$ cat config.mk
export PLATFORM = sky130hd
export DESIGN_NAME = fepa_ctrl
export DESIGN_NICKNAME = d
export VERILOG_FILES = /design/src/fepa_pkg.sv /design/src/fepa_bus.sv /design/src/fepa_ctrl.sv
export SDC_FILE = /design/constraint.sdc
export NUM_CORES = 1
export LEC_CHECK = 0
export ABC_AREA = 1
export BUFFER_PORTS_ARGS = -buffer_cell sky130_fd_sc_hd__buf_2
export CAP_MARGIN = 20
export CORE_UTILIZATION = 60
export CTS_BUF_LIST = sky130_fd_sc_hd__clkbuf_4
export CTS_CLUSTER_DIAMETER = 120
export DETAILED_ROUTE_END_ITERATION = 12
export GPL_TIMING_DRIVEN = 0
export HOLD_SLACK_MARGIN = 0.12
export PLACE_DENSITY = 0.81
export SETUP_SLACK_MARGIN = 0.02
export SLEW_MARGIN = 15
export SYNTH_ARGS = -nofsm -noshare
export SYNTH_HDL_FRONTEND = slang
export SYNTH_SLANG_ARGS = --single-unit
$ cat constraint.sdc
create_clock -name sys_clk -period 3 [get_ports sys_clk]
set_input_delay 0.75 -clock sys_clk [delete_from_list [all_inputs] [get_ports sys_clk]]
set_output_delay 0.75 -clock sys_clk [all_outputs]
set_load 0.05 [all_outputs]
$ cat src/fepa_pkg.sv
// Package: flash sequencer constants and carrier types
package fepa_pkg;
  // ==================================================
  // Commands
  localparam logic [7:0] CMD_ERASE_SETUP  = 8'h20;
  localparam logic [7:0] CMD_ERASE_VERIFY = 8'hA0;
  localparam logic [7:0] CMD_PROG_SETUP   = 8'h40;
  localparam logic [7:0] CMD_PROG_VERIFY  = 8'hC0;
  localparam logic [7:0] CMD_READ         = 8'h00;
  // ==================================================
  // Data values
  localparam logic [7:0]  DATA_ZERO  = 8'h00;
  localparam logic [7:0]  DATA_ERASED = 8'hFF;
  localparam int          ADDR_W     = 18;
  localparam logic [17:0] ADDR_FIRST = 18'h00000;
  localparam logic [17:0] ADDR_LAST  = 18'h3FFFF;
  localparam logic [4:0]  MAX_PULSES = 5'h19;
  // ==================================================
  // Timing
  localparam int CLK_HZ        = 20000000;
  localparam int PROG_TIME_NS  = 10000;
  localparam int ERASE_TIME_US = 9500;
  localparam int RECOV_TIME_NS = 6000;
  localparam int PROG_CYC  = (PROG_TIME_NS * (CLK_HZ / 1000000) + 999) / 1000;
  localparam int ERASE_CYC = ERASE_TIME_US * (CLK_HZ / 1000000);
  localparam int RECOV_CYC = (RECOV_TIME_NS * (CLK_HZ / 1000000) + 999) / 1000;
  localparam int BUS_CYC   = 4;
  // ==================================================
  // Bus cycle request and pins
  typedef struct packed {
    logic              wr;
    logic [ADDR_W-1:0] addr;
    logic [7:0]        data;
  } fepa_req_s;
  typedef struct packed {
    logic              ce_n;
    logic              oe_n;
    logic              we_n;
    logic [ADDR_W-1:0] addr;
  } fepa_pins_s;
endpackage

$ cat src/fepa_bus.sv
// Single flash bus cycle engine
`timescale 1ns/1ns
module fepa_bus (
  input  wire logic              sys_clk,
  input  wire logic              reset_n,
  input  wire logic              start,
  input  wire fepa_pkg::fepa_req_s req,
  input  wire logic [7:0]        dq_in,
  output logic                   done,
  output logic [7:0]             rd_data,
  output fepa_pkg::fepa_pins_s   pins,
  output logic [7:0]             dq_out,
  output logic                   dq_oe_n
);
  logic [2:0] cnt, next_cnt;
  logic       busy, next_busy, next_done;
  logic [7:0] next_rd_data, dq_s1, dq_s2;
  fepa_pkg::fepa_pins_s next_pins;
  logic [7:0] next_dq_out;
  logic       next_dq_oe_n;

  // ==================================================
  // Cycle sequencing
  always_comb begin
    next_cnt = cnt;
    next_busy = busy;
    next_done = 1'b0;
    next_rd_data = rd_data;
    next_pins = pins;
    next_dq_out = dq_out;
    next_dq_oe_n = dq_oe_n;
    if (!busy && start) begin
      next_busy = 1'b1;
      next_cnt = 3'h0;
      next_pins.addr = req.addr;
      next_pins.ce_n = 1'b0;
      next_pins.we_n = !req.wr;
      next_pins.oe_n = req.wr;
      next_dq_out = req.data;
      next_dq_oe_n = !req.wr;
    end else if (busy) begin
      next_cnt = cnt + 3'h1;
      if (cnt == 3'(fepa_pkg::BUS_CYC - 1)) begin
        next_busy = 1'b0;
        next_done = 1'b1;
        next_pins.ce_n = 1'b1;
        next_pins.we_n = 1'b1;
        next_pins.oe_n = 1'b1;
        next_dq_oe_n = 1'b1;
        if (!pins.oe_n) begin
          next_rd_data = dq_s2;
        end
      end
    end
  end

  always_ff @(posedge sys_clk or negedge reset_n) begin
    if (!reset_n) begin
      cnt <= 3'h0;
      busy <= 1'b0;
      done <= 1'b0;
      rd_data <= 8'h00;
      pins <= '{ce_n: 1'b1, oe_n: 1'b1, we_n: 1'b1, addr: 18'h00000};
      dq_out <= 8'h00;
      dq_oe_n <= 1'b1;
      dq_s1 <= 8'h00;
      dq_s2 <= 8'h00;
    end else begin
      cnt <= next_cnt;
      busy <= next_busy;
      done <= next_done;
      rd_data <= next_rd_data;
      pins <= next_pins;
      dq_out <= next_dq_out;
      dq_oe_n <= next_dq_oe_n;
      dq_s1 <= dq_in;
      dq_s2 <= dq_s1;
    end
  end
endmodule

$ cat src/fepa_ctrl.sv
// Flash erase and program controller top
// Operation
// - Before erasing, every byte is programmed to 00h through the program loop.
// - Writing 20h twice in a row starts chip erase.
// - Writing A0h with an address then reading checks that byte against FFh.
// - Erase verify starts at address 0 and walks upward to the last address or a failure.
// - On a failing byte, its address is kept, erase is repeated, and verify resumes there.
// - Programming repeats 10 us pulses on one byte until verify passes.
// - No byte receives more than 25 program pulses.
// - 40h arms programming and the next write latches address and data and starts the pulse.
// - After a pulse, C0h is written, a read follows, and the byte is compared with its data.
`timescale 1ns/1ns
module fepa_ctrl (
  input  wire logic                    sys_clk,
  input  wire logic                    reset_n,
  input  wire logic                    cmd_erase,
  input  wire logic                    cmd_prog,
  input  wire logic [17:0]             cmd_addr,
  input  wire logic [7:0]              cmd_data,
  input  wire logic [7:0]              dq_in,
  output logic                         busy,
  output logic                         done,
  output logic                         fail,
  output logic [17:0]                  fail_addr,
  output fepa_pkg::fepa_pins_s         pins,
  output logic [7:0]                   dq_out,
  output logic                         dq_oe_n
);
  typedef enum logic [9:0] {
    S_IDLE   = 10'b0000000001,
    S_PSETUP = 10'b0000000010,
    S_PWRITE = 10'b0000000100,
    S_PWAIT  = 10'b0000001000,
    S_PVCMD  = 10'b0000010000,
    S_PVREAD = 10'b0000100000,
    S_ESETUP = 10'b0001000000,
    S_EWAIT  = 10'b0010000000,
    S_EVCMD  = 10'b0100000000,
    S_EVREAD = 10'b1000000000
  } fepa_state_e;

  fepa_state_e         state, next_state;
  logic                erase_job, next_erase_job, pre_prog, next_pre_prog;
  logic                es_second, next_es_second;
  logic [17:0]         addr, next_addr;
  logic [7:0]          data, next_data;
  logic [4:0]          pulses, next_pulses;
  logic [17:0]         wait_cnt, next_wait_cnt;
  logic                bus_start, next_bus_start, bus_pend, next_bus_pend;
  fepa_pkg::fepa_req_s req, next_req;
  logic                bus_done;
  logic [7:0]          rd_data;
  logic                next_busy, next_done, next_fail;
  logic [17:0]         next_fail_addr;

  fepa_bus u_bus (
    .sys_clk (sys_clk),
    .reset_n (reset_n),
    .start   (bus_start),
    .req     (req),
    .dq_in   (dq_in),
    .done    (bus_done),
    .rd_data (rd_data),
    .pins    (pins),
    .dq_out  (dq_out),
    .dq_oe_n (dq_oe_n)
  );

  function automatic fepa_pkg::fepa_req_s mk_req(input logic wr, input logic [17:0] a, input logic [7:0] d);
    mk_req = '{wr: wr, addr: a, data: d};
  endfunction

  // ==================================================
  // Sequencer
  always_comb begin
    next_state = state;
    next_erase_job = erase_job;
    next_pre_prog = pre_prog;
    next_es_second = es_second;
    next_addr = addr;
    next_data = data;
    next_pulses = pulses;
    next_wait_cnt = wait_cnt;
    next_bus_start = 1'b0;
    next_bus_pend = bus_pend;
    next_req = req;
    next_busy = busy;
    next_done = 1'b0;
    next_fail = fail;
    next_fail_addr = fail_addr;
    if (!bus_pend && !bus_start) begin
      case (state)
        S_IDLE: begin
          if (cmd_erase) begin
            next_busy = 1'b1;
            next_fail = 1'b0;
            next_erase_job = 1'b1;
            next_pre_prog = 1'b1;
            next_addr = fepa_pkg::ADDR_FIRST;
            next_data = fepa_pkg::DATA_ZERO;
            next_pulses = 5'h00;
            next_state = S_PSETUP;
          end else if (cmd_prog) begin
            next_busy = 1'b1;
            next_fail = 1'b0;
            next_erase_job = 1'b0;
            next_pre_prog = 1'b0;
            next_addr = cmd_addr;
            next_data = cmd_data;
            next_pulses = 5'h00;
            next_state = S_PSETUP;
          end
        end
        S_PSETUP: begin
          next_req = mk_req(1'b1, addr, fepa_pkg::CMD_PROG_SETUP);
          next_bus_start = 1'b1;
          next_bus_pend = 1'b1;
          next_state = S_PWRITE;
        end
        S_PWRITE: begin
          next_req = mk_req(1'b1, addr, data);
          next_bus_start = 1'b1;
          next_bus_pend = 1'b1;
          next_pulses = pulses + 5'h01;
          next_wait_cnt = 18'(fepa_pkg::PROG_CYC);
          next_state = S_PWAIT;
        end
        S_PWAIT: begin
          if (wait_cnt == 18'h00000) begin
            next_state = S_PVCMD;
          end else begin
            next_wait_cnt = wait_cnt - 18'h00001;
          end
        end
        S_PVCMD: begin
          next_req = mk_req(1'b1, addr, fepa_pkg::CMD_PROG_VERIFY);
          next_bus_start = 1'b1;
          next_bus_pend = 1'b1;
          next_wait_cnt = 18'(fepa_pkg::RECOV_CYC);
          next_state = S_PVREAD;
        end
        S_PVREAD: begin
          if (wait_cnt != 18'h00000) begin
            next_wait_cnt = wait_cnt - 18'h00001;
          end else begin
            next_req = mk_req(1'b0, addr, data);
            next_bus_start = 1'b1;
            next_bus_pend = 1'b1;
            next_state = S_IDLE;
            next_wait_cnt = 18'h3FFFF;
          end
        end
        S_ESETUP: begin
          next_req = mk_req(1'b1, addr, fepa_pkg::CMD_ERASE_SETUP);
          next_bus_start = 1'b1;
          next_bus_pend = 1'b1;
          next_es_second = !es_second;
          if (es_second) begin
            next_wait_cnt = 18'(fepa_pkg::ERASE_CYC);
            next_state = S_EWAIT;
          end
        end
        S_EWAIT: begin
          if (wait_cnt == 18'h00000) begin
            next_state = S_EVCMD;
          end else begin
            next_wait_cnt = wait_cnt - 18'h00001;
          end
        end
        S_EVCMD: begin
          next_req = mk_req(1'b1, addr, fepa_pkg::CMD_ERASE_VERIFY);
          next_bus_start = 1'b1;
          next_bus_pend = 1'b1;
          next_wait_cnt = 18'(fepa_pkg::RECOV_CYC);
          next_state = S_EVREAD;
        end
        S_EVREAD: begin
          if (wait_cnt != 18'h00000) begin
            next_wait_cnt = wait_cnt - 18'h00001;
          end else begin
            next_req = mk_req(1'b0, addr, data);
            next_bus_start = 1'b1;
            next_bus_pend = 1'b1;
            next_state = S_IDLE;
            next_wait_cnt = 18'h3FFFF;
          end
        end
        default: next_state = S_IDLE;
      endcase
    end else if (bus_done) begin
      next_bus_pend = 1'b0;
      if (state == S_IDLE && wait_cnt == 18'h3FFFF) begin
        next_wait_cnt = 18'h00000;
        if (!erase_job || pre_prog) begin
          if (rd_data == data) begin
            next_pulses = 5'h00;
            if (erase_job && addr != fepa_pkg::ADDR_LAST) begin
              next_addr = addr + 18'h00001;
              next_state = S_PSETUP;
            end else if (erase_job) begin
              next_pre_prog = 1'b0;
              next_addr = fepa_pkg::ADDR_FIRST;
              next_es_second = 1'b0;
              next_state = S_ESETUP;
            end else begin
              next_busy = 1'b0;
              next_done = 1'b1;
            end
          end else if (pulses == fepa_pkg::MAX_PULSES) begin
            next_busy = 1'b0;
            next_done = 1'b1;
            next_fail = 1'b1;
            next_fail_addr = addr;
          end else begin
            next_state = S_PSETUP;
          end
        end else if (rd_data == fepa_pkg::DATA_ERASED) begin
          if (addr == fepa_pkg::ADDR_LAST) begin
            next_busy = 1'b0;
            next_done = 1'b1;
          end else begin
            next_addr = addr + 18'h00001;
            next_state = S_EVCMD;
          end
        end else begin
          next_es_second = 1'b0;
          next_state = S_ESETUP;
        end
      end
    end
  end

  always_ff @(posedge sys_clk or negedge reset_n) begin
    if (!reset_n) begin
      state <= S_IDLE;
      erase_job <= 1'b0;
      pre_prog <= 1'b0;
      es_second <= 1'b0;
      addr <= 18'h00000;
      data <= 8'h00;
      pulses <= 5'h00;
      wait_cnt <= 18'h00000;
      bus_start <= 1'b0;
      bus_pend <= 1'b0;
      req <= '{wr: 1'b0, addr: 18'h00000, data: 8'h00};
      busy <= 1'b0;
      done <= 1'b0;
      fail <= 1'b0;
      fail_addr <= 18'h00000;
    end else begin
      state <= next_state;
      erase_job <= next_erase_job;
      pre_prog <= next_pre_prog;
      es_second <= next_es_second;
      addr <= next_addr;
      data <= next_data;
      pulses <= next_pulses;
      wait_cnt <= next_wait_cnt;
      bus_start <= next_bus_start;
      bus_pend <= next_bus_pend;
      req <= next_req;
      busy <= next_busy;
      done <= next_done;
      fail <= next_fail;
      fail_addr <= next_fail_addr;
    end
  end
endmodule

==> results.yml <==
grt:
  grt_antenna_before_repair: 1
  grt_pass1_wl_um: 37090
  grt_pass1_vias: 7556
  grt_remaining_overflow: 0
  groute.usage.overall_pct: 30.33
  grt_max_degree: 95
sta:
  setup_viol: 0
  setup_slack_ns: 0.6945
  finalClockSkew_ns: 0.01999
  period_share_pct: 76.85
  max_slew_margin_pct: 55.63
  worst_pin_slew_ns: 0.6631
  max_freq_mhz: 433.8
  finalHoldViolCount: 0
  finalCriticalPeriod_ns: 2.305
  grt_setup_unrepaired: "no"
  maxSlewViolCount: 0
placement:
  post-place-ws_ns: 0.7793
  portBuffers: 88
  place.detailed.hpwl_um: 16660
  routabilityCongestion: 0.9152
floorplanning:
  ios: 89
  core-area_sq_um: 14590
  rows: 44
  die_x_um: 124.7
  initial_core_util_pct: 61.87
  dieArea_sq_um: 15540
  die_h_um: 124.7
synthesis:
  synth_cell_type_count: 42
  synth_top_family_by_area: "simple AND/OR/NAND/NOR gates"
  muxShareOfSynthArea_pct: 0.6238
  synth_area_sq_um: 9026
  synth_xor_area_share_pct: 2.329
  ys_warn_count: 0
  yosys.area.top_type_share_pct: 46.02
  netlist_top_cells_area: "dfrtp_1 46%, nand2_1 18%, nor2_1 4.4%, inv_1 4.3%, nand3_1 4.2%"
  synth_cells: 1164
  syn_nets: 1209
  syn_area_per_cell_sq_um: 7.754
  synth_seq_area_share_pct: 47.19
  ys_seq_elements: 170
  yosysTopAreaCell: "dfrtp_1"
  synth_simple_gate_area_share_pct: 33.64
  synth_compound_area_share_pct: 8.331
  synthAdderAreaFrac_pct: 0.9703
routing:
  post_drt_wl_per_cell_um: 15.27
  firstDrtPassIters: 5
  via_per_inst: 5.426
  ant_nets: 0
  drcViolationCount: 0
  drt_iter0_markers: 602
  vias: 7982
  drt-total-wl_um: 22460
worst_setup_path:
  endpoint: "addr[10]"
  cp.required_ns: 3.50
  cp-start-kind: "register"
  arrival_ns: 2.81
  r2r_start: "addr[0]"
  r2r_end: "addr[10]"
  r2r_slack_ns: 0.69
  crit_start: "addr[0]"
  cp_max_fo: 10
  worstSetupEndpointType: "register"
  path_class: "register to register"
  r2r_cells: 13
run:
  maxCapViolCount: 0
power:
  leakage_nw: 5.324
  ir_drop_mv: 0.9654
  power.density_nw_per_um2: 949.2
cts:
  cts_sinks: 170
  hold_buffers: 1
  postCtsSetupRepairBufs: 0
  cts_root_buf: "clkbuf_4"
  cts_buffers: 17
  cts_tree: "yes"
  clk_latency_ns: 0.61
  h-tree-depth: 4
  clock_path_buffers: 2
  cts_resized: 0
  clkTransAtPathRegs_ns: 0.15
cells_and_area:
  area_delta_synth_final_pct: 11.60
  layout-drive-gt1-share_pct: 18.82
  post-route-util_pct: 69.05
  final_nets: 1318
status:
  outcome: "finished clean"
hold_path:
  hold_class: "primary input to register"
[worst min-delay path by stage]
stage / startpoint / to / slack [ns] / cells past startpoint
6_report: dq_in[3] / u_bus.dq_s1[3] / 0.24 / 1
5_1_grt: dq_in[6] / u_bus.dq_s1[6] / 0.19 / 1
4_1_cts: dq_in[1] / u_bus.dq_s1[1] / 0.22 / 1
3_5_place_dp: u_bus.dq_s1[3] / u_bus.dq_s2[3] / 0.34 / 0
3_3_place_gp: u_bus.dq_s1[3] / u_bus.dq_s2[3] / 0.33 / 0
2_1_floorplan: u_bus.dq_s1[0] / u_bus.dq_s2[0] / 0.33 / 0
[worst max-delay path, cell delays in order, from the launching register on]
cell	delay [ns]
dfrtp_1	0.45
ha_1	0.23
nand3_1	0.16
inv_1	0.11
nand2_1	0.14
nor2_2	0.21
nand2_1	0.09
nand2_2	0.10
nand2_2	0.12
nand2_1	0.13
buf_2	0.23
o21ai_0	0.11
nand2_1	0.06
nand2_1	0.06
[kinds of logic after synthesis]
| group | count (synthesis) |
|---|---|
| buffers and inverters | 140 |
| XOR/XNOR | 24 |
| adder cells (fa/ha/maj) | 7 |
| flip-flops | 170 |
| multiplexers | 5 |
| AO/OA/AOI/OAI | 118 |
| AND/OR/NAND/NOR | 700 |
[cells in the mapped netlist (all sizes together)]
cell type / n
nand3b: 4
nand4: 19
nand3: 81
xor2: 16
o211ai: 1
nor2: 120
nand2: 458
ha: 7
dfstp: 4
o21ai: 93
mux2: 5
nor3b: 1
nor3: 12
dfrtp: 166
a31oi: 2
o31ai: 4
clkbuf: 8
o21a: 1
or2: 5
xnor2: 8
buf: 22
a22o: 1
a21oi: 14
inv: 110
a211o: 1
o211a: 1
[state kept, by name, summed over array words and instances, names as in the netlist, 3 cells and up]
| name | count |
|---|---|
| addr | 18 |
| u_bus.dq_out | 8 |
| req | 27 |
| state | 10 |
| u_bus.dq_s1 | 8 |
| pulses | 5 |
| data | 8 |
| u_bus.cnt | 3 |
| u_bus.pins | 20 |
| wait_cnt | 18 |
| u_bus.rd_data | 8 |
| fail_addr | 18 |
| u_bus.dq_s2 | 8 |
[power breakdown]
group          switching [mW]  leakage [nW]  internal [mW]
combinational            3.21          2.92           1.37
sequential              0.576          2.23           2.92
clock                   0.938         0.169          0.543
total                    4.72          5.32           4.84
[stage by stage]
step	TNS (ns)	instances	hold WS, ns	instance area, sq um	power (mW)
floorplan	0	1164	0.3312	9026	6.848
global placement	-233.99	1436	0.3324	9697	7.922
detailed placement	0	1437	0.3403	9734	8.057
CTS	0	1470	0.2179	10070	9.536
global route	0	1471	0.1861	10070	10.24
finish	0	1471	0.2361	10070	9.562
[final cells by class]
cell class	count	area [sq um]
fillers	1234	4516
flip-flops and latches	170	4259
multi-input cells	854	4143
repair buffers	90	488.0
inverters	110	412.9
well taps	184	230.2
plain buffers	30	211.5
clock inverters	15	198.9
clock buffers	17	127.6
diodes	1	2.502
[cell usage in the layout, fill, tap and decap left out, types with 17 or more instances in the layout]
master      n
buf_2      94
clkbuf_4   17
dfrtp_1   166
inv_1     103
nand2_1   433
nand2_2    22
nand3_1    75
nand4_1    17
nor2_1    105
o21ai_0    44
o21ai_1    19
o21ai_2    29
[layer usage]
layer  GRT usage [%]  share of wire [%]  up-vias
li1                -                  -     3904
met1           42.38                 46     3775
met2           47.32                 46      259
met3           5.971                5.7       44
met4           10.49                2.3        0
met5               0                  0        -
Power figures use the tool's default switching activity.
